[config.mk]
export PLATFORM = sky130hd
export DESIGN_NAME = output_compare_unit
export DESIGN_NICKNAME = d
export VERILOG_FILES = /design/src/logic/output_compare_pkg.sv /design/src/logic/capture_prescaler.sv /design/src/logic/output_compare_unit.sv
export SDC_FILE = /design/constraint.sdc
export NUM_CORES = 1
export LEC_CHECK = 0
export BUFFER_PORTS_ARGS = -buffer_cell sky130_fd_sc_hd__buf_2
export CORE_ASPECT_RATIO = 2
export CORE_MARGIN = 5
export CORE_UTILIZATION = 47
export CTS_BUF_LIST = sky130_fd_sc_hd__clkbuf_8
export CTS_CLUSTER_DIAMETER = 60
export DETAILED_ROUTE_END_ITERATION = 12
export MAX_ROUTING_LAYER = met4
export PLACE_DENSITY = 0.79
export SYNTH_ARGS = -nofsm -noshare
export SYNTH_HDL_FRONTEND = slang
export SYNTH_SLANG_ARGS = --single-unit
[constraint.sdc]
create_clock -name clk -period 2.2 [get_ports clk]
set_clock_uncertainty 0.05 [all_clocks]
set_input_delay 0.22 -clock clk [delete_from_list [all_inputs] [get_ports clk]]
set_output_delay 0.22 -clock clk [all_outputs]
set_load 0.05 [all_outputs]
[src/logic/output_compare_pkg.sv]
`default_nettype none
package output_compare_pkg;

   // ******************************
   // register offsets
   // ******************************
   localparam logic [7:0] CTRL_OFFSET = 8'h00;
   localparam logic [7:0] VALUE_OFFSET = 8'h04;
   localparam logic [7:0] SELECT_OFFSET = 8'h08;
   localparam logic [7:0] FLAG_OFFSET = 8'h0C;
   localparam logic [7:0] ENABLE_OFFSET = 8'h10;
   localparam logic [7:0] PORT_OFFSET = 8'h14;
   localparam logic [7:0] STATUS_OFFSET = 8'h18;

   // ******************************
   // field positions
   // ******************************
   localparam int CTRL_WIDTH = 6;
   localparam int MODE_LSB = 0;
   localparam int MODE_MSB = 3;
   localparam int FLAG_BIT = 0;
   localparam int ENABLE_BIT = 0;
   localparam int DIR_BIT = 0;
   localparam int LATCH_BIT = 1;
   localparam int STAT_PIN_BIT = 0;
   localparam int STAT_LATCH_BIT = 1;
   localparam int STAT_INPUT_BIT = 2;
   localparam int STAT_EQUAL_BIT = 3;

   // ******************************
   // reset values
   // ******************************
   localparam logic [5:0] CTRL_RESET = 6'h00;
   localparam logic [15:0] VALUE_RESET = 16'h0000;
   localparam logic [1:0] SELECT_RESET = 2'h0;
   localparam logic DIR_RESET = 1'b1;
   localparam logic LATCH_RESET = 1'b0;

   // ******************************
   // mode and timer select codes
   // ******************************
   localparam logic [3:0] MODE_OFF = 4'h0;
   localparam logic [3:0] MODE_TOGGLE = 4'h2;
   localparam logic [3:0] MODE_CAP_FALL = 4'h4;
   localparam logic [3:0] MODE_CAP_RISE = 4'h5;
   localparam logic [3:0] MODE_CAP_RISE4 = 4'h6;
   localparam logic [3:0] MODE_CAP_RISE16 = 4'h7;
   localparam logic [3:0] MODE_SET = 4'h8;
   localparam logic [3:0] MODE_CLEAR = 4'h9;
   localparam logic [3:0] MODE_SOFT = 4'hA;
   localparam logic [3:0] MODE_EVENT = 4'hB;
   localparam logic [1:0] SEL_TIMER_ONE = 2'h0;
   localparam logic [1:0] SEL_THREE_A = 2'h1;
   localparam logic [1:0] SEL_THREE_B = 2'h2;
   localparam logic [3:0] PRESCALE_FOUR = 4'h3;
   localparam logic [3:0] PRESCALE_SIXTEEN = 4'hF;

   typedef enum logic [6:0] {
      MK_OFF = 7'b0000001,
      MK_CAPTURE = 7'b0000010,
      MK_TOGGLE = 7'b0000100,
      MK_SET = 7'b0001000,
      MK_CLEAR = 7'b0010000,
      MK_SOFT = 7'b0100000,
      MK_EVENT = 7'b1000000
   } modeKind_t;

   function automatic modeKind_t decodeMode(input logic [3:0] code);
      case (code)
         MODE_TOGGLE: decodeMode = MK_TOGGLE;
         MODE_CAP_FALL, MODE_CAP_RISE, MODE_CAP_RISE4, MODE_CAP_RISE16: decodeMode = MK_CAPTURE;
         MODE_SET: decodeMode = MK_SET;
         MODE_CLEAR: decodeMode = MK_CLEAR;
         MODE_SOFT: decodeMode = MK_SOFT;
         MODE_EVENT: decodeMode = MK_EVENT;
         default: decodeMode = MK_OFF;
      endcase
   endfunction

endpackage
`default_nettype wire

[src/logic/capture_prescaler.sv]
`timescale 1ns/1ns
`default_nettype none
module capture_prescaler
   import output_compare_pkg::*;
(
   input wire logic clk,
   input wire logic rst_n,
   input wire logic [3:0] modeCode,
   input wire logic pinLevel,
   output logic captureEvent
);

   logic prevLevel;
   logic [3:0] count;
   logic next_prevLevel;
   logic [3:0] next_count;
   logic next_captureEvent;
   logic rise;
   logic fall;
   logic isCapture;

   // ******************************
   // edge prescaler
   // ******************************
   always_comb begin
      rise = pinLevel && !prevLevel;
      fall = !pinLevel && prevLevel;
      isCapture = (decodeMode(modeCode) == MK_CAPTURE);
      next_prevLevel = pinLevel;
      next_count = count;
      next_captureEvent = 1'b0;
      if (!isCapture) begin
         next_count = 4'h0;
      end else if (rise) begin
         next_count = count + 4'h1;
      end
      case (modeCode)
         MODE_CAP_FALL: next_captureEvent = fall;
         MODE_CAP_RISE: next_captureEvent = rise;
         MODE_CAP_RISE4: next_captureEvent = rise && ((count & PRESCALE_FOUR) == PRESCALE_FOUR);
         MODE_CAP_RISE16: next_captureEvent = rise && (count == PRESCALE_SIXTEEN);
         default: next_captureEvent = 1'b0;
      endcase
   end

   always_ff @(posedge clk or negedge rst_n) begin
      if (!rst_n) begin
         prevLevel <= 1'b0;
         count <= 4'h0;
         captureEvent <= 1'b0;
      end else begin
         prevLevel <= next_prevLevel;
         count <= next_count;
         captureEvent <= next_captureEvent;
      end
   end

   prescaler_clear_a: assert property (
      @(posedge clk) disable iff (!rst_n)
      !isCapture |=> (count == 4'h0) && !captureEvent)
      else $error("prescaler not cleared outside capture");

endmodule
`default_nettype wire

[src/logic/output_compare_unit.sv]
// Notes on behaviour
// - The selected timer count is compared with the 16-bit compare value all the time, the first cycle of equality being a match.
// - A match drives the pin high, low, toggles it, or leaves it on the port latch, per the mode field.
// - A compare match sets the interrupt flag together with the pin action, and software clears it.
// - Writing zero to the whole control register forces the compare output latch low, apart from the port latch.
// - In the software interrupt mode a match leaves the pin alone and only raises the flag, whatever its enable.
// - In the special event mode a match resets the count of the assigned timer so the value acts as period.
// - The special event of this channel never starts a conversion and only resets the assigned timer.
// - The capture prescaler counter is cleared whenever the unit is off or not in capture mode.
`timescale 1ns/1ns
`default_nettype none
module output_compare_unit
   import output_compare_pkg::*;
(
   input wire logic clk,
   input wire logic rst_n,
   input wire logic psel,
   input wire logic penable,
   input wire logic pwrite,
   input wire logic [7:0] paddr,
   input wire logic [31:0] pwdata,
   output logic [31:0] prdata,
   output logic pready,
   output logic pslverr,
   input wire logic [15:0] timerOneCount,
   input wire logic [15:0] timerThreeCount,
   output logic timerOneClear,
   output logic timerThreeClear,
   input wire logic pinIn,
   output logic pinOut,
   output logic pinOe_n,
   output logic compareIrq
);

   logic [5:0] ctrl;
   logic [15:0] value;
   logic [1:0] select;
   logic flag;
   logic enable;
   logic direction;
   logic portLatch;
   logic equalPrev;
   logic compareLatch;
   logic slvErr;
   logic pinSyncA;
   logic pinSyncB;
   logic [5:0] next_ctrl;
   logic [15:0] next_value;
   logic [1:0] next_select;
   logic next_flag;
   logic next_enable;
   logic next_direction;
   logic next_portLatch;
   logic next_equalPrev;
   logic next_compareLatch;
   logic next_pinOut;
   logic next_timerOneClear;
   logic next_timerThreeClear;
   logic [31:0] next_prdata;
   logic next_slvErr;
   logic next_pinSyncA;
   logic next_pinSyncB;
   modeKind_t kind;
   logic [15:0] selCount;
   logic selValid;
   logic equalNow;
   logic matchPulse;
   logic isCompare;
   logic drivesPin;
   logic captureEvent;
   logic setup;
   logic wrEn;
   logic wrCtrl;

   // ******************************
   // pin synchroniser
   // ******************************
   always_comb begin
      next_pinSyncA = pinIn;
      next_pinSyncB = pinSyncA;
   end

   always_ff @(posedge clk or negedge rst_n) begin
      if (!rst_n) begin
         pinSyncA <= 1'b0;
         pinSyncB <= 1'b0;
      end else begin
         pinSyncA <= next_pinSyncA;
         pinSyncB <= next_pinSyncB;
      end
   end

   // ******************************
   // match detection
   // ******************************
   always_comb begin
      kind = decodeMode(ctrl[MODE_MSB:MODE_LSB]);
      case (select)
         SEL_TIMER_ONE: begin
            selCount = timerOneCount;
            selValid = 1'b1;
         end
         SEL_THREE_A, SEL_THREE_B: begin
            selCount = timerThreeCount;
            selValid = 1'b1;
         end
         default: begin
            selCount = 16'h0000;
            selValid = 1'b0;
         end
      endcase
      equalNow = selValid && (selCount == value);
      matchPulse = equalNow && !equalPrev;
      isCompare = (kind == MK_TOGGLE) || (kind == MK_SET) || (kind == MK_CLEAR)
         || (kind == MK_SOFT) || (kind == MK_EVENT);
      drivesPin = (kind == MK_TOGGLE) || (kind == MK_SET) || (kind == MK_CLEAR);
   end

   capture_prescaler u_prescaler (
      .clk(clk),
      .rst_n(rst_n),
      .modeCode(ctrl[MODE_MSB:MODE_LSB]),
      .pinLevel(pinSyncB),
      .captureEvent(captureEvent)
   );

   // ******************************
   // apb slave
   // ******************************
   assign setup = psel && !penable;
   assign wrEn = psel && penable && pwrite;
   assign wrCtrl = wrEn && (paddr == CTRL_OFFSET);
   assign pready = 1'b1;
   assign pslverr = psel && penable && slvErr;

   always_comb begin
      next_prdata = prdata;
      next_slvErr = slvErr;
      if (setup) begin
         next_prdata = 32'h0000_0000;
         next_slvErr = 1'b0;
         case (paddr)
            CTRL_OFFSET: next_prdata[CTRL_WIDTH-1:0] = ctrl;
            VALUE_OFFSET: next_prdata[15:0] = value;
            SELECT_OFFSET: next_prdata[1:0] = select;
            FLAG_OFFSET: next_prdata[FLAG_BIT] = flag;
            ENABLE_OFFSET: next_prdata[ENABLE_BIT] = enable;
            PORT_OFFSET: begin
               next_prdata[DIR_BIT] = direction;
               next_prdata[LATCH_BIT] = portLatch;
            end
            STATUS_OFFSET: begin
               next_prdata[STAT_PIN_BIT] = pinOut;
               next_prdata[STAT_LATCH_BIT] = compareLatch;
               next_prdata[STAT_INPUT_BIT] = pinSyncB;
               next_prdata[STAT_EQUAL_BIT] = equalNow;
            end
            default: next_slvErr = 1'b1;
         endcase
      end
   end

   always_ff @(posedge clk or negedge rst_n) begin
      if (!rst_n) begin
         prdata <= 32'h0000_0000;
         slvErr <= 1'b0;
      end else begin
         prdata <= next_prdata;
         slvErr <= next_slvErr;
      end
   end

   // ******************************
   // registers and compare actions
   // ******************************
   always_comb begin
      next_ctrl = ctrl;
      next_value = value;
      next_select = select;
      next_flag = flag;
      next_enable = enable;
      next_direction = direction;
      next_portLatch = portLatch;
      next_equalPrev = equalNow;
      next_compareLatch = compareLatch;
      if (wrEn) begin
         case (paddr)
            CTRL_OFFSET: next_ctrl = pwdata[CTRL_WIDTH-1:0];
            VALUE_OFFSET: next_value = pwdata[15:0];
            SELECT_OFFSET: next_select = pwdata[1:0];
            FLAG_OFFSET: begin
               if (pwdata[FLAG_BIT]) begin
                  next_flag = 1'b0;
               end
            end
            ENABLE_OFFSET: next_enable = pwdata[ENABLE_BIT];
            PORT_OFFSET: begin
               next_direction = pwdata[DIR_BIT];
               next_portLatch = pwdata[LATCH_BIT];
            end
            default: next_flag = next_flag;
         endcase
      end
      if (captureEvent) begin
         next_value = selCount;
      end
      if ((matchPulse && isCompare) || captureEvent) begin
         next_flag = 1'b1;
      end
      if (matchPulse) begin
         case (kind)
            MK_TOGGLE: next_compareLatch = !compareLatch;
            MK_SET: next_compareLatch = 1'b1;
            MK_CLEAR: next_compareLatch = 1'b0;
            default: next_compareLatch = compareLatch;
         endcase
      end
      if (wrCtrl && (pwdata[CTRL_WIDTH-1:0] == CTRL_RESET)) begin
         next_compareLatch = LATCH_RESET;
      end
      next_pinOut = (drivesPin && !wrCtrl) ? next_compareLatch : next_portLatch;
      if (wrCtrl && (decodeMode(pwdata[MODE_MSB:MODE_LSB]) inside {MK_TOGGLE, MK_SET, MK_CLEAR})) begin
         next_pinOut = next_compareLatch;
      end
      // special event goes to timer reset only, no conversion start
      next_timerOneClear = matchPulse && (kind == MK_EVENT) && (select == SEL_TIMER_ONE);
      next_timerThreeClear = matchPulse && (kind == MK_EVENT)
         && ((select == SEL_THREE_A) || (select == SEL_THREE_B));
   end

   always_ff @(posedge clk or negedge rst_n) begin
      if (!rst_n) begin
         ctrl <= CTRL_RESET;
         value <= VALUE_RESET;
         select <= SELECT_RESET;
         flag <= 1'b0;
         enable <= 1'b0;
         direction <= DIR_RESET;
         portLatch <= LATCH_RESET;
         equalPrev <= 1'b0;
         compareLatch <= LATCH_RESET;
         pinOut <= LATCH_RESET;
         timerOneClear <= 1'b0;
         timerThreeClear <= 1'b0;
      end else begin
         ctrl <= next_ctrl;
         value <= next_value;
         select <= next_select;
         flag <= next_flag;
         enable <= next_enable;
         direction <= next_direction;
         portLatch <= next_portLatch;
         equalPrev <= next_equalPrev;
         compareLatch <= next_compareLatch;
         pinOut <= next_pinOut;
         timerOneClear <= next_timerOneClear;
         timerThreeClear <= next_timerThreeClear;
      end
   end

   assign pinOe_n = direction;
   assign compareIrq = flag && enable;

   // ******************************
   // checks
   // ******************************
   continuous_match_a: assert property (
      @(posedge clk) disable iff (!rst_n)
      (selValid && (selCount == value) && !equalPrev && isCompare) |=> flag)
      else $error("equal count did not raise flag");

   match_sets_flag_a: assert property (
      @(posedge clk) disable iff (!rst_n)
      (matchPulse && isCompare) |=> flag ##0 (compareIrq == enable))
      else $error("match lost its flag");

   toggle_on_match_a: assert property (
      @(posedge clk) disable iff (!rst_n)
      (matchPulse && (kind == MK_TOGGLE) && !wrCtrl) |=> (compareLatch != $past(compareLatch)) && (pinOut == compareLatch))
      else $error("toggle mode did not toggle");

   set_clear_a: assert property (
      @(posedge clk) disable iff (!rst_n)
      (matchPulse && !wrCtrl && ((kind == MK_SET) || (kind == MK_CLEAR)))
      |=> (compareLatch == $past(kind == MK_SET)) && (pinOut == compareLatch))
      else $error("set or clear mode gave wrong level");

   zero_ctrl_low_a: assert property (
      @(posedge clk) disable iff (!rst_n)
      (wrCtrl && (pwdata[CTRL_WIDTH-1:0] == CTRL_RESET)) |=> !compareLatch ##1 !compareLatch || (kind != MK_OFF))
      else $error("clearing control left latch high");

   soft_pin_alone_a: assert property (
      @(posedge clk) disable iff (!rst_n)
      (matchPulse && (kind == MK_SOFT) && !wrEn) |=> $stable(compareLatch) && (pinOut == portLatch) && flag)
      else $error("soft interrupt mode touched the pin");

   event_resets_timer_a: assert property (
      @(posedge clk) disable iff (!rst_n)
      (matchPulse && (kind == MK_EVENT) && selValid) |=> (timerOneClear || timerThreeClear) ##1 !timerOneClear)
      else $error("special event did not reset timer");

   event_only_timer_a: assert property (
      @(posedge clk) disable iff (!rst_n)
      (timerOneClear || timerThreeClear) |-> $past(matchPulse) && ($past(kind) == MK_EVENT))
      else $error("timer reset without special event");

   once_per_tick_a: assert property (
      @(posedge clk) disable iff (!rst_n)
      (equalNow && $stable(selCount) && $stable(value)) |=> !matchPulse)
      else $error("standing equal count matched twice");

   flag_clear_a: assert property (
      @(posedge clk) disable iff (!rst_n)
      (wrEn && (paddr == FLAG_OFFSET) && pwdata[FLAG_BIT] && !(matchPulse && isCompare)
      && !captureEvent) |=> !flag)
      else $error("flag not cleared by software");

   pin_shows_latch_a: assert property (
      @(posedge clk) disable iff (!rst_n)
      (drivesPin && !wrCtrl) |=> (pinOut == compareLatch))
      else $error("drive mode pin differs from latch");

   pin_port_latch_a: assert property (
      @(posedge clk) disable iff (!rst_n)
      (!drivesPin && !wrCtrl) |=> (pinOut == portLatch))
      else $error("pin left the port latch");

   event_mode_only_a: assert property (
      @(posedge clk) disable iff (!rst_n)
      (kind != MK_EVENT) |=> !timerOneClear && !timerThreeClear)
      else $error("timer reset outside special event mode");

   clear_one_cycle_a: assert property (
      @(posedge clk) disable iff (!rst_n)
      (timerOneClear || timerThreeClear) |=> !timerOneClear && !timerThreeClear)
      else $error("timer reset held too long");

   irq_needs_enable_a: assert property (
      @(posedge clk) disable iff (!rst_n)
      compareIrq |-> enable && flag)
      else $error("interrupt without enable");

endmodule
`default_nettype wire

# == After elaboration in Yosys (flattened, before gate mapping) ==
# Memories as Yosys holds them, arrays and structs flattened.
# Cells that the tools add are included.
# word_totals
regBits,58
mem_bits_ro,336
output_inout_bits,39
memories,3
# memory_table
name,words,width,rd,rd_clocked_by_memory_dff,wr,line,text
(name not given),16,7,1,0,0,output_compare_pkg.sv:69,case (code)
(name not given),16,7,1,0,0,output_compare_pkg.sv:69,
(name not given),16,7,1,0,0,output_compare_pkg.sv:69,
# classes
n_addsub,1
n_eq_ne,25
n_mux,25
reduce_logical,49
# op_table
operator,n
$mux W16,3
$pmux W16 S2,1
$eq A8 B5 Y1 const B,3
$logic_and A1 B1 Y1,19
$eq A16 B16 Y1,1
$eq A4 B3 Y1 const B,4
$eq A8 B4 Y1 const B,2
$eq A7 B3 Y1 const B,2
$eq A7 B4 Y1 const B,2
$eq A7 B5 Y1 const B,2
$mux W1,12
$mux W10,1
$reduce_and A2 Y1,5
$reduce_bool A2 Y1,5
$eq A8 B3 Y1 const B,1
$logic_not A8 Y1,1
$mux W4,2
$eq A7 B2 Y1 const B,1
$eq A7 B6 Y1 const B,1
$eq A7 B7 Y1 const B,1
$pmux W1 S7,1
$reduce_or A7 Y1,1
$logic_not A1 Y1,6
$logic_not A6 Y1,1
16 further kinds,22

# == Depth between registers and ports, before layout ==
# Gate-level depths: netlist (run 1).
# logic_depth
word_depth,10
depth_mapped,10
ltp_nobuf,8

# == By module ==
# A second synthesis (run 1) with hierarchy kept.
# hier_totals
cells_unflattened,362
hier_area_um2,3403.3
# by_module_without_submodules
mod,instances,cells_per_inst,area_per_inst_um2,seq_area_each_um2
output_compare_unit,1,335,3109.2,1302.5
capture_prescaler,1,27,294.0,150.1

# == Worst setup path before layout (run 1) ==
# Ideal clock, no wire load.
# synth_path
path_kind,reg-to-reg
start,reg select[0]
end,reg flag
setup_time_ns,0.096
t_arrival_ns,2.167
t_required_ns,2.054
path_slack_ns,-0.113
stages_incl_launch_ff,11
n_path_buf,2
synth_period_minus_slack_ns,2.313
path_cell_list,dfrtp_1 > inv_1 > ha_1 > buf_2 > buf_2 > a22oi_1 > nor2_1 > xor2_1 > nor4_2 > nand3_1 > o31ai_1
# synth_via
elab_chain_cells,10
elab_cells_between_ends,17
# synth_lines
item,line,text
start: declaration,output_compare_unit.sv:37,logic [1:0] select;
start signal: assignment,output_compare_unit.sv:248,select <= next_select;
$eq A2 B1 Y1 / $eq A2 B2 Y1 (equally long branches),output_compare_unit.sv:98,case (select)
$reduce_or A2 Y1,output_compare_unit.sv:98,
$pmux W16 S2,output_compare_unit.sv:98,
$eq A16 B16 Y1,output_compare_unit.sv:112,equalNow = selValid && (selCount == value);
$logic_and A1 B1 Y1 *,output_compare_unit.sv:112,
$logic_and A1 B1 Y1 *,output_compare_unit.sv:113,matchPulse = equalNow && !equalPrev;
$logic_and A1 B1 Y1 *,output_compare_unit.sv:207,if ((matchPulse && isCompare) || captureEvent) begin
$logic_or A1 B1 Y1 *,output_compare_unit.sv:207,
$reduce_bool A2 Y1 (no line),--,
$reduce_and A3 Y1 (no line),--,
end signal: assignment,output_compare_unit.sv:249,flag <= next_flag;
end: declaration,output_compare_unit.sv:38,logic flag;
# Mark *: on every way between the ends. The rest lies on a longest branch, timed or not.
# A chain may end at the register's enable or synchronous reset.

# == Worst setup path after layout (run 1) ==
# layout_path
start,reg select[1]
end,reg pinOut
# layout_via
elab_chain_cells,10
elab_cells_between_ends,14
# layout_lines
item,line,text
$eq A2 B1 Y1 / $eq A2 B2 Y1 (equally long branches),output_compare_unit.sv:98,
$reduce_or A2 Y1,output_compare_unit.sv:98,
$pmux W16 S2,output_compare_unit.sv:98,
$eq A16 B16 Y1,output_compare_unit.sv:112,
$logic_and A1 B1 Y1 *,output_compare_unit.sv:112,
$logic_and A1 B1 Y1 *,output_compare_unit.sv:113,
$mux W1 *,output_compare_unit.sv:210,if (matchPulse) begin
$mux W1 *,output_compare_unit.sv:218,if (wrCtrl && (pwdata[CTRL_WIDTH-1:0] == CTRL_RESET)) begin
$mux W1,output_compare_unit.sv:221,next_pinOut = (drivesPin && !wrCtrl) ? next_compareLatch : next_portLatch;
$mux W1 *,output_compare_unit.sv:222,"if (wrCtrl && (decodeMode(pwdata[MODE_MSB:MODE_LSB]) inside {MK_TOGGLE, MK_SET, MK_CLEAR})) begin"
net next_pinOut,output_compare_unit.sv:56,logic next_pinOut;
end signal: assignment,output_compare_unit.sv:255,pinOut <= next_pinOut;
end: declaration,output_compare_unit.sv:30,"output logic pinOut,"
# Mark *: on every way through the listed nets, which the timed path passes. The rest lies on a longest branch.

==> results of run 1 <==
path summary, 6_finish.rpt:
kind,start,to,cells after the start
max,select[1]$_DFFE_PN0P_,pinOut$_DFF_PN0_,11
min,pwdata[5],ctrl[5]$_DFFE_PN0P_,2
max reg2reg,select[1]$_DFFE_PN0P_,pinOut$_DFF_PN0_,11
min reg2reg,next_pinSyncB$_DFF_PN0_,pinSyncB$_DFF_PN0_,0
max in group asynchronous,rst_n,pinOe_n$_DFFE_PN1P_,3
min in group asynchronous,rst_n,prdata[12]$_DFFE_PN0P_,2
where the power goes:
| group | switching [uW] | internal, uW |
|---|---|---|
| clock | 379 | 442 |
| combinational | 264 | 151 |
| sequential | 36.5 | 1100 |
| total | 680 | 1690 |
critical path: cells and delay by family (launching register included):
kind | cells | cell delay [ns]
flip-flops | 1 | 0.40
AO/OA/AOI/OAI | 2 | 0.39
buffers and inverters | 4 | 0.57
AND/OR/NAND/NOR | 4 | 0.65
adder cells (fa/ha/maj) | 1 | 0.21
flip-flops by register name (all words and copies together) (netlist names), 2 cells and up:
signal             cells
prdata                16
value                 16
ctrl                   6
u_prescaler.count      4
select                 2
per-layer routing:
metal | vias up | wire length, um | global-route usage (%)
li1 | 1440 | - | -
met1 | 1539 | 3290 | 20.9
met2 | 147 | 5810 | 42.6
met3 | 45 | 552 | 4.09
met4 | 0 | 557 | 15.9
met5 | - | 0 | -
area by class of cell:
class	instances	area [um2]	area share (%)
clock inverter	2	7.51	0.171
inverter	11	41.3	0.941
multi-input combinational	262	1900	43.2
timing repair buffer	116	724	16.5
tap	90	113	2.57
clock buffer	11	151	3.45
sequential	58	1450	33.1
kinds of logic after synthesis:
logic type / count (synthesis) / synth area share [%]
buffers and inverters: 48 / 7.75
DFF: 58 / 43.1
and+or+nand+nor: 119 / 19.0
adders and majority gates: 4 / 1.48
muxes: 36 / 11.6
xor gates and xnor gates: 6 / 1.56
other: 2 / 0.223
AOI/OAI and AO/OA: 80 / 15.4
placed cells by master, fill, tap and decap left out, types with 3 or more instances in the layout:
cell / netlist / layout
a22oi_2: 0 / 13
buf_2: 5 / 83
a21oi_1: 9 / 8
conb_1: 2 / 17
inv_1: 11 / 11
clkbuf_8: 0 / 11
nor4_4: 1 / 3
buf_12: 0 / 3
nor3_2: 0 / 3
nand2_1: 25 / 25
nand4_1: 9 / 9
dfrtp_1: 57 / 57
or3_1: 12 / 11
o21ai_1: 0 / 4
a22oi_1: 16 / 3
nor2_1: 37 / 37
nand3_1: 6 / 4
o21ai_0: 33 / 29
buf_6: 1 / 5
buf_4: 18 / 23
a22o_1: 13 / 13
xor2_1: 5 / 4
mux2_2: 14 / 14
mux2i_1: 21 / 21
stage by stage:
step | TNS [ns] | power, uW | util (%)
2_1_floorplan | -0.177 | 1390 | -
3_3_place_gp | -0.894 | 1510 | 57.1
3_5_place_dp | -1.19 | 1520 | 57.1
4_1_cts | -0.101 | 2370 | 61.9
5_1_grt | -1.23 | 2460 | 62.7
6_report | -0.605 | 2370 | 62.7
what timing repair did:
action                                  in CTS  in global routing
pin swaps                                   14                 12
setup buffers                                4                  0
resized for setup                           26                 15
hold endpoints to repair                    19                  0
endpoints found under the setup margin       7                  7
hold buffers                                 2                  0
==> summary.txt, run 1 <==
SYNTH
------------------------------------------------------------------------------------------
Syn avg cell area                                                                 9.56 um2
Cell types with the highest counts after synthesis                            dfrtp_1 (57), nor2_1 (37), o21ai_0 (33)
Leading area contributor after synthesis                                           dfrtp_1
Sequential share of the synthesized area                                             43.1%
Number of standard cells after synthesis                                               353
Ys Warns                                                                                 0
Most used standard cell by instance count after synthesis                          dfrtp_1
Main area contributors after synthesis                                        dfrtp_1 (42%), mux2i_1 (6.2%), o21ai_0 (4.9%)
Number of distinct standard cells referenced by the synthesized netlist                 49
Top-area cell type share of the netlist area                                         42.3%
Number of flops mapped to enable cells by yosys                                          0
Asr flop ratio synth                                                                  100%
Netlist area before placement                                                  0.00337 mm2
Ys flop type                                                                       dfrtp_1
Yosys reg bits                                                                          58

DETAILED ROUTING
------------------------------------------------------------------------------------------
Violation count after the first detailed-routing iteration                             212
Wire per inst                                                                      18.6 um
Detailed-router iteration count before antenna repair                                    4
Post-detailed-route DRC marker count                                                     0
Via density per instance                                                              5.77
Count of antenna-violating nets left after detailed routing                              0
Sum of routed wire length over all layers                                         10200 um
Total via count in the routed design                                                  3171

WORST SETUP PATH
------------------------------------------------------------------------------------------
CP max FO                                                                                8
CP max stage delay                                                                 0.40 ns
Worst-path cell with the longest stage delay                                       dfrtp_1
Type of origin of the critical path                                                   flop
Start-to-end type of the worst setup path                                       reg -> reg
Data arrival time at the worst-slack endpoint                                      2.56 ns
List of cells traversed by the critical path                                  inv_2 > ha_4 > buf_12 > buf_6 > a22oi_2 > or3_4 > nand4_1 > buf_4 > nor4_4 > nand3_2 > a31oi_1
Kind of capture point of the worst setup path                                         flop
Worst-case register-to-register setup slack                                       -0.17 ns
Worst Path Required                                                                2.40 ns

GLOBAL ROUTING
------------------------------------------------------------------------------------------
Overflow left after global routing                                                       0
Total track usage                                                                    23.0%
Antenna violations before repair                                                         0
Largest net degree at the start of global routing                                       34
Vias in the first global route                                                        3216
Wire length of the first global-routing pass                                      15600 um

CLOCK NETWORK
------------------------------------------------------------------------------------------
Latest clock arrival within the worst-skew pair                                    0.34 ns
Buffers from clock root to sink, at most                                                 2
Clock sinks                                                                             58
Cell at the root of the clock tree                                                clkbuf_8
Number of H-tree branching levels                                                        3
CTS Buf Count                                                                            9
Clock edge transition at the registers on the reported setup and hold paths        0.06 ns
CTS tree                                                                             built

STA
------------------------------------------------------------------------------------------
Final Hold Violating Endpoints                                                           0
Setup ws final                                                                   -0.167 ns
Unrepaired setup endpoints after global routing                                       true
Worst hold margin                                                                 0.114 ns
Final critical path time including I/O delays and setup                            2.37 ns
Peak clock frequency supported by timing                                         0.423 GHz
Pins over their slew limit                                                               0
Tcrit/Tclk final                                                                      108%
Finish-stage setup viols                                                                 6

FLOORPLANNING
------------------------------------------------------------------------------------------
Placeable core region                                                          0.00699 mm2
Initial core utilization                                                             48.2%
DIE HEIGHT                                                                          130 um
Number of primary I/O pins                                                             117
Total number of placement rows                                                          43
Die Outline Area                                                               0.00907 mm2
Die width                                                                          69.9 um

LAYOUT
------------------------------------------------------------------------------------------
Antenna fix cells                                                                        0
Post-route design area                                                         0.00439 mm2
Net total in the final layout                                                          540
Number of inserted filler cells in the final layout                                    595
Share of layout cells above drive strength 1                                         39.1%
Signed area change from the synthesized netlist to the final layout                  30.0%
Final standard cell count with taps included and fillers excluded                      550

PLACEMENT
------------------------------------------------------------------------------------------
Placed cell count                                                                      531
Place WS                                                                         -0.246 ns
Buffers on Ports                                                                        83
Placed cell area                                                               0.00399 mm2
Final RePlAce weighted congestion                                                    0.854
Detailed placement HPWL                                                            7440 um

POWER
------------------------------------------------------------------------------------------
Pwr/cell area                                                                   541 mW/mm2
Leakage Power                                                                   0.00222 uW
Worst vdd rail ir drop                                                              430 uV

OUTCOME
------------------------------------------------------------------------------------------
Failing checks                                                                negative setup slack
Result of the run                                                             finished with violations

RUN
------------------------------------------------------------------------------------------
Maxcap violations                                                                        0

MIN PATH
------------------------------------------------------------------------------------------
Type of the worst min-delay path                                                 in -> reg

No activity file was read; power rests on OpenSTA's default activity.
==> run 2: changes to the inputs <==
--- a/config.mk
+++ b/config.mk
@@ -5,6 +5,7 @@
 export SDC_FILE = /design/constraint.sdc
 export NUM_CORES = 1
 export LEC_CHECK = 0
+export ABC_AREA = 1
 export BUFFER_PORTS_ARGS = -buffer_cell sky130_fd_sc_hd__buf_2
 export CORE_ASPECT_RATIO = 2
 export CORE_MARGIN = 5
@@ -13,7 +14,7 @@
 export CTS_CLUSTER_DIAMETER = 60
 export DETAILED_ROUTE_END_ITERATION = 12
 export MAX_ROUTING_LAYER = met4
-export PLACE_DENSITY = 0.79
+export PLACE_DENSITY = 0.78
 export SYNTH_ARGS = -nofsm -noshare
 export SYNTH_HDL_FRONTEND = slang
 export SYNTH_SLANG_ARGS = --single-unit
==> summary.txt, run 2 <==
RUN
------------------------------------------------------------------------------------------
Maxcap violations                                                                        0   unchanged

SYNTH
------------------------------------------------------------------------------------------
Ys flop type                                                                       dfrtp_1
Asr flop ratio synth                                                                  100%   unchanged
Number of standard cells after synthesis                                               497   +41%
Syn avg cell area                                                                 7.31 um2   -24%
Cell types with the highest counts after synthesis                            nand2_1 (149), inv_1 (58), dfrtp_1 (57)
Leading area contributor after synthesis                                           dfrtp_1
Netlist area before placement                                                  0.00363 mm2   +7.7%
Yosys reg bits                                                                          58   unchanged
Sequential share of the synthesized area                                             40.0%   -3.1 points
Number of distinct standard cells referenced by the synthesized netlist                 37   -24%
Most used standard cell by instance count after synthesis                          nand2_1
Main area contributors after synthesis                                        dfrtp_1 (39%), nand2_1 (15%), inv_1 (6.0%)
Top-area cell type share of the netlist area                                         39.3%   -3.0 points
Number of flops mapped to enable cells by yosys                                          0   unchanged
Ys Warns                                                                                 0   unchanged

PLACEMENT
------------------------------------------------------------------------------------------
Place WS                                                                        -0.0260 ns   +0.220 ns
Placed cell count                                                                      670   +26%
Detailed placement HPWL                                                            8050 um   +8.2%
Placed cell area                                                               0.00409 mm2   +2.5%
Final RePlAce weighted congestion                                                    0.960   +13%
Buffers on Ports                                                                        83   unchanged

MIN PATH
------------------------------------------------------------------------------------------
Type of the worst min-delay path                                                 in -> reg

STA
------------------------------------------------------------------------------------------
Max_slew headroom                                                                    49.5%
Finish-stage setup viols                                                                 0   -6
Setup ws final                                                                  0.00379 ns   +0.171 ns
Unrepaired setup endpoints after global routing                                       true
Total negative slack for setup checks                                                 0 ns   +0.605 ns
Transition time at the pin with the least slew margin                             0.758 ns
Pins over their slew limit                                                               0   unchanged
Tcrit/Tclk final                                                                     99.8%   -7.8 points
Peak clock frequency supported by timing                                         0.455 GHz   +7.8%
Final Hold Violating Endpoints                                                           0   unchanged
Final critical path time including I/O delays and setup                            2.20 ns   -0.171 ns

LAYOUT
------------------------------------------------------------------------------------------
Antenna fix cells                                                                        0   unchanged
Leading cell type in the layout, fill and taps excluded                            nand2_1
Commonest non-fill, non-tap cells in the layout                               nand2_1 (130), buf_2 (84), dfrtp_1 (57), inv_1 (54), o21ai_0 (39)
Leading registers by flop count                                               prdata x16, value x16, ctrl x6
Final standard cell count with taps included and fillers excluded                      696   +27%
Post-route design area                                                         0.00457 mm2   +4.1%
Share of layout cells above drive strength 1                                         30.7%   -8.4 points
Net total in the final layout                                                          679   +26%
Signed area change from the synthesized netlist to the final layout                  25.7%
Share of the core filled with cells                                                  60.1%   -2.7 points

DETAILED ROUTING
------------------------------------------------------------------------------------------
Sum of routed wire length over all layers                                         10800 um   +5.7%
Detailed-router iteration count before antenna repair                                    5   +1
Count of antenna-violating nets left after detailed routing                              0   unchanged
Wire per inst                                                                      15.5 um   -16%
Via density per instance                                                              5.33   -7.5%
Post-detailed-route DRC marker count                                                     0   unchanged
Total via count in the routed design                                                  3712   +17%
Violation count after the first detailed-routing iteration                             233   +9.9%

POWER
------------------------------------------------------------------------------------------
Switching power share of the total                                                   29.4%   +0.81 points
Power share of the combinational group                                               19.2%   +1.7 points
Part of the power in the clock network                                               40.9%   +6.3 points
Switch Pwr                                                                          898 uW   +32%
Sequential Power Share                                                               39.9%   -8.0 points
Internal Pwr Total                                                                 2150 uW   +27%
Leakage Power                                                                   0.00244 uW   +9.9%
Worst vdd rail ir drop                                                              711 uV   +65%
Pwr/cell area                                                                   668 mW/mm2   +23%

WORST SETUP PATH
------------------------------------------------------------------------------------------
Data arrival time at the worst-slack endpoint                                      2.42 ns   -0.14 ns
Sum of buffers and inverters on the critical path                                        3   -1
Critical path's top delay family                                              simple AND/OR/NAND/NOR gates
Start-to-end type of the worst setup path                                       reg -> reg
Worst Path Required                                                                2.42 ns   +0.02 ns
Type of origin of the critical path                                                   flop
List of cells traversed by the critical path                                  inv_2 > ha_4 > buf_6 > nand2_2 > nand2_2 > nand2_2 > nand2_1 > nand2_1 > nor2_2 > nand2_1 > nor2_2 > nand4_1 > inv_1 > nand4_1 > nor2_1
CP max FO                                                                                5   -3
Kind of capture point of the worst setup path                                         flop
Worst-path cell with the longest stage delay                                       dfrtp_1
CP max stage delay                                                                 0.39 ns   about the same

CLOCK NETWORK
------------------------------------------------------------------------------------------
Cell at the root of the clock tree                                                clkbuf_8
Clock edge transition at the registers on the reported setup and hold paths        0.07 ns   about the same
Buffers from clock root to sink, at most                                                 2   unchanged
CTS tree                                                                             built
CTS Buf Count                                                                            9   unchanged
Clock sinks                                                                             58   unchanged
Latest clock arrival within the worst-skew pair                                    0.34 ns   about the same
Number of H-tree branching levels                                                        3   unchanged

FLOORPLANNING
------------------------------------------------------------------------------------------
Die width                                                                          72.2 um   +3.2%
Die Outline Area                                                               0.00969 mm2   +6.8%
Initial core utilization                                                             47.8%   -0.44 points
Placeable core region                                                          0.00760 mm2   +8.7%
Number of primary I/O pins                                                             117   unchanged
Total number of placement rows                                                          45   +4.7%
DIE HEIGHT                                                                          134 um   +3.5%

GLOBAL ROUTING
------------------------------------------------------------------------------------------
Vias in the first global route                                                        3609   +12%
Total track usage                                                                    22.5%   -0.56 points
Largest net degree at the start of global routing                                       33   -2.9%
Overflow left after global routing                                                       0   unchanged
Wire length of the first global-routing pass                                      16200 um   +4.3%
Antenna violations before repair                                                         0   unchanged

OUTCOME
------------------------------------------------------------------------------------------
Result of the run                                                             finished clean

-- run 2: cell types whose count changed after synthesis, moves of 14 or more --
cell / before / now
inv_1: 11 / 58
nand2_1: 25 / 149
a22oi_1: 16 / 2
mux2i_1: 21 / 1
nand3_1: 6 / 27
nand2_2: 2 / 19
-- run 2: kinds of logic (layout without fill, tap and decap cells) --
family | Yosys count | in the layout | share of synthesized area (%)
multiplexers | 2 | 2 | 0.586
AO/OA/AOI/OAI | 85 | 85 | 13.9
AND/OR/NAND/NOR | 252 | 252 | 30.2
adder cells (fa/ha/maj) | 4 | 4 | 1.38
other | 2 | 17 | 0.207
flip-flops | 58 | 58 | 40.0
XOR/XNOR | 1 | 1 | 0.241
buffers and inverters | 93 | 183 | 13.5
-- run 2: path summary, 6_finish.rpt --
| kind | slack, ns | endpoint | depth (start not counted) | startpoint |
|---|---|---|---|---|
| max | 0.004 | timerOneClear$_DFF_PN0_ | 15 | select[0]$_DFFE_PN0P_ |
| min | 0.09 | value[11]$_DFFE_PN0P_ | 3 | pwdata[11] |
| max reg2reg | 0.004 | timerOneClear$_DFF_PN0_ | 15 | select[0]$_DFFE_PN0P_ |
| min reg2reg | 0.32 | pinSyncB$_DFF_PN0_ | 0 | next_pinSyncB$_DFF_PN0_ |
| max in group asynchronous | 0.95 | select[0]$_DFFE_PN0P_ | 3 | rst_n |
| min in group asynchronous | 0.42 | enable$_DFFE_PN0P_ | 2 | rst_n |
-- run 2: area by class of cell --
| type | instances | area, um2 |
|---|---|---|
| Clock buffer | 11 | 151 |
| Clock inverter | 5 | 100 |
| Fill cell | 689 | 3040 |
| Inverter | 59 | 224 |
| Multi-Input combinational cell | 361 | 1840 |
| Sequential cell | 58 | 1450 |
| Tap cell | 94 | 118 |
| Timing Repair Buffer | 108 | 684 |
-- run 2: timing repair --
item | CTS | global route
cloned | 1 | 3
setup endpoints to repair | 2 | 6
hold endpoints to repair | 30 | 0
hold buffers | 2 | 0
pin swaps | 1 | 24
resized for setup | 3 | 38
setup buffers | 0 | 4
-- run 2: stage by stage --
step	power [uW]	hold slack [ns]
after detailed placement	1780	0.280
after floorplan	1620	-0.126
after global routing	3180	0.106
after global placement	1760	0.276
after CTS	3020	0.0817
final	3050	0.0876
-- run 2: power by group through the flow --
stage          Combinational (uW)  Clock [uW]  Sequential [uW]
2_1_floorplan                 374           0             1240
3_3_place_gp                  531           0             1230
3_5_place_dp                  547           0             1230
4_1_cts                       558        1250             1210
5_1_grt                       647        1300             1230
6_report                      586        1250             1220
-- run 2: layer usage --
layer  wire [um]  vias to the layer above  track usage (%)
met1        3460                     1752             19.9
met4         689                        0             15.3
met3         532                       56             3.98
met5           0                        -                -
li1            -                     1761                -
met2        6110                      143             41.1
-- run 2: worst register-to-register path, cell delays in order (launching register included) --
cell and delay [ns]:
dfrtp_1 0.39, inv_2 0.06, ha_4 0.31, buf_6 0.15
nand2_2 0.06, nand2_2 0.08, nand2_2 0.06, nand2_1 0.06
nand2_1 0.07, nor2_2 0.11, nand2_1 0.08, nor2_2 0.12
nand4_1 0.15, inv_1 0.10, nand4_1 0.14, nor2_1 0.15
==> run 3: changes to the inputs <==
--- a/config.mk
+++ b/config.mk
@@ -17,4 +17,5 @@
 export PLACE_DENSITY = 0.78
 export SYNTH_ARGS = -nofsm -noshare
 export SYNTH_HDL_FRONTEND = slang
+export SYNTH_HIERARCHICAL = 1
 export SYNTH_SLANG_ARGS = --single-unit
==> summary.txt, run 3 <==
WORST SETUP PATH
------------------------------------------------------------------------------------------
CP max stage delay                                                                 0.38 ns   about the same
Type of origin of the critical path                                                   flop
Sum of buffers and inverters on the critical path                                        4   +1
CP max FO                                                                                5   unchanged
CP dominant cell by count                                                          nand2_1
Worst reg2reg startpoint                                                      select[0]$_DFFE_PN0P_
Worst Path Required                                                                2.43 ns   about the same
Critical path's top delay family                                              simple AND/OR/NAND/NOR gates
List of cells traversed by the critical path                                  inv_2 > ha_4 > buf_12 > nand2_1 > nand2_2 > nand2_1 > nand2_1 > nand2_1 > inv_1 > nand3_2 > nor2_2 > nand4_1 > inv_1 > nand4_1 > nor2_1
Beginning of the critical path                                                select[0]$_DFFE_PN0P_
Start-to-end type of the worst setup path                                       reg -> reg
Worst-case register-to-register setup slack                                        0.06 ns   +0.06 ns
Data arrival time at the worst-slack endpoint                                      2.37 ns   -0.05 ns
Kind of capture point of the worst setup path                                         flop
Worst-path cell with the longest stage delay                                       dfrtp_1

CLOCK NETWORK
------------------------------------------------------------------------------------------
Clock edge transition at the registers on the reported setup and hold paths        0.07 ns   about the same
Number of H-tree branching levels                                                        3   unchanged
Latest clock arrival within the worst-skew pair                                    0.35 ns   about the same
Clock sinks                                                                             58   unchanged
Buffers from clock root to sink, at most                                                 2   unchanged
CTS Buf Count                                                                            9   unchanged
CTS tree                                                                             built
Cell at the root of the clock tree                                                clkbuf_8

SYNTH
------------------------------------------------------------------------------------------
Leading area contributor after synthesis                                           dfrtp_1
Asr flop ratio synth                                                                  100%   unchanged
Top-area cell type share of the netlist area                                         39.6%   +0.34 points
Main area contributors after synthesis                                        dfrtp_1 (40%), nand2_1 (19%), inv_1 (5.5%)
Ys Warns                                                                                 6   +6
Number of standard cells after synthesis                                               502   +1.0%
Ys flop type                                                                       dfrtp_1
Most used standard cell by instance count after synthesis                          nand2_1
Sequential share of the synthesized area                                             40.3%   +0.35 points
Yosys reg bits                                                                          58   unchanged
Number of distinct standard cells referenced by the synthesized netlist                 40   +8.1%
Number of flops mapped to enable cells by yosys                                          0   unchanged
Syn avg cell area                                                                 7.17 um2   -1.8%
Netlist area before placement                                                  0.00360 mm2   -0.86%
Cell types with the highest counts after synthesis                            nand2_1 (178), dfrtp_1 (57), inv_1 (53)

STA
------------------------------------------------------------------------------------------
Final Hold Violating Endpoints                                                           0   unchanged
Max_slew headroom                                                                    56.3%   +6.8 points
Transition time at the pin with the least slew margin                             0.656 ns   -0.102 ns
Pins over their slew limit                                                               0   unchanged
Finish-stage setup viols                                                                 0   unchanged
Worst hold margin                                                                0.0669 ns   -0.0207 ns
Tcrit/Tclk final                                                                     97.2%   -2.6 points
Final critical path time including I/O delays and setup                            2.14 ns   -0.0579 ns
Unrepaired setup endpoints after global routing                                       true
Peak clock frequency supported by timing                                         0.468 GHz   +2.7%

GLOBAL ROUTING
------------------------------------------------------------------------------------------
Total track usage                                                                    22.1%   -0.34 points
Vias in the first global route                                                        3538   -2.0%
Largest net degree at the start of global routing                                       34   +3.0%
Wire length of the first global-routing pass                                      16000 um   -1.4%
Overflow left after global routing                                                       0   unchanged
Antenna violations before repair                                                         0   unchanged

LAYOUT
------------------------------------------------------------------------------------------
Leading registers by flop count                                               prdata x16, value x16, ctrl x6
Share of layout cells above drive strength 1                                         28.9%   -1.8 points
Leading cell type in the layout, fill and taps excluded                            nand2_1
Commonest non-fill, non-tap cells in the layout                               nand2_1 (158), buf_2 (83), dfrtp_1 (57), inv_1 (51), o21ai_0 (32)
Post-route design area                                                         0.00461 mm2   +0.90%
Net total in the final layout                                                          679   unchanged
Antenna fix cells                                                                        0   unchanged
Signed area change from the synthesized netlist to the final layout                  27.9%

DETAILED ROUTING
------------------------------------------------------------------------------------------
Total via count in the routed design                                                  3735   +0.62%
Wire per inst                                                                      15.5 um   -0.19%
Violation count after the first detailed-routing iteration                             345   +48%
Post-detailed-route DRC marker count                                                     0   unchanged
Sum of routed wire length over all layers                                         10800 um   -0.19%
Detailed-router iteration count before antenna repair                                    5   unchanged
Via density per instance                                                              5.37   +0.62%
Count of antenna-violating nets left after detailed routing                              0   unchanged

FLOORPLANNING
------------------------------------------------------------------------------------------
Die width                                                                          71.9 um   -0.37%
Number of primary I/O pins                                                             117   unchanged
DIE HEIGHT                                                                          134 um   -0.40%
Placeable core region                                                          0.00754 mm2   -0.74%
Total number of placement rows                                                          45   unchanged
Die Outline Area                                                               0.00962 mm2   -0.76%
Initial core utilization                                                             47.7%   -0.058 points

POWER
------------------------------------------------------------------------------------------
Power share of the combinational group                                               20.4%   +1.2 points
Switch Pwr                                                                          928 uW   +3.3%
Sequential Power Share                                                               40.7%   +0.8 points
Internal Pwr Total                                                                 2090 uW   -3.1%
Switching power share of the total                                                   30.8%   +1.3 points
Sum of internal, switching and leakage power                                       3010 uW   -1.2%
Part of the power in the clock network                                               38.9%   -2.0 points
Worst vdd rail ir drop                                                              490 uV   -31%
Pwr/cell area                                                                   654 mW/mm2   -2.1%
Leakage Power                                                                   0.00247 uW   +1.5%

MIN PATH
------------------------------------------------------------------------------------------
Startpoint of the lowest-slack hold path                                        pwdata[13]
Type of the worst min-delay path                                                 in -> reg

PLACEMENT
------------------------------------------------------------------------------------------
Final RePlAce weighted congestion                                                    0.884   -8.0%
Placed cell area                                                               0.00409 mm2   about the same
Buffers on Ports                                                                        83   unchanged
Detailed placement HPWL                                                            7800 um   -3.0%

RUN
------------------------------------------------------------------------------------------
Maxcap violations                                                                        0   unchanged

OUTCOME
------------------------------------------------------------------------------------------
Result of the run                                                             finished clean

run 3: cell types whose count changed in the layout (fill, tap and decap cells not counted), sizes merged, moves of 2 or more:
cell / previous run / this run
nand3: 28 / 33
a22oi: 2 / 0
a21oi: 16 / 8
buf: 104 / 98
clkbuf: 13 / 16
o211ai: 10 / 16
o21ai: 42 / 33
nand2: 169 / 181
nor2: 42 / 39
run 3: timing repair:
action / CTS / global route
endpoints found under the hold margin: 26 / 0
hold buffers: 2 / 0
buffers inserted: 0 / 4
setup endpoints to repair: 0 / 6
gates resized for setup: 0 / 39
run 3: area by class of cell:
| class | count | area, um2 |
|---|---|---|
| flip-flops and latches | 58 | 1450 |
| well taps | 94 | 118 |
| clock inverters | 4 | 72.6 |
| inverters | 58 | 220 |
| repair buffers | 104 | 702 |
| fillers | 706 | 2940 |
| multi-input cells | 366 | 1880 |
| clock buffers | 12 | 165 |
run 3: path summary, 6_finish.rpt:
path / to / cells past startpoint
setup / recovery: timerOneClear$_DFF_PN0_ / 15
hold / removal: value[13]$_DFFE_PN0P_ / 3
setup reg to reg: timerOneClear$_DFF_PN0_ / 15
hold reg to reg: pinSyncB$_DFF_PN0_ / 0
max in group asynchronous: pinOe_n$_DFFE_PN1P_ / 3
min in group asynchronous: slvErr$_DFFE_PN0P_ / 2
run 3: through the flow:
step	TNS [ns]	worst slack (ns)	cells	utilization [%]
4_1_cts	0	0.0145	688	57.6
2_1_floorplan	0	0.247	517	-
6_report	0	0.0616	696	61.1
5_1_grt	-0.335	-0.126	696	61.1
3_5_place_dp	0	0.0383	670	54.2
3_3_place_gp	0	0.0748	670	54.2
run 3: cells by family after synthesis:
| kind of cell | Yosys count | share of synthesized area [%] |
|---|---|---|
| other | 2 | 0.209 |
| buffers and inverters | 93 | 12.5 |
| adders and majority gates | 4 | 1.39 |
| AOI/OAI and AO/OA | 76 | 13.3 |
| and+or+nand+nor | 267 | 31.7 |
| muxes | 1 | 0.313 |
| xor gates and xnor gates | 1 | 0.243 |
| DFF | 58 | 40.3 |
run 3: power by group through the flow:
stage / clock network [uW] / registers, uW / logic (uW)
global placement: 0 / 1240 / 538
CTS: 1180 / 1220 / 573
finish: 1170 / 1230 / 614
global route: 1230 / 1230 / 677
floorplan: 0 / 1250 / 385
detailed placement: 0 / 1240 / 565
run 3: tightest hold or removal path, stage by stage:
cell,delay (ns)
buf_2,0.08
o211ai_1,0.07
o21ai_0,0.06
run 3: metal layers:
| layer | global-route usage [%] | vias to the layer above | wire length, um |
|---|---|---|---|
| met3 | 4.43 | 48 | 559 |
| li1 | - | 1772 | - |
| met4 | 13.3 | 0 | 734 |
| met2 | 40.1 | 160 | 5950 |
| met1 | 20.6 | 1755 | 3530 |
| met5 | - | - | 0 |
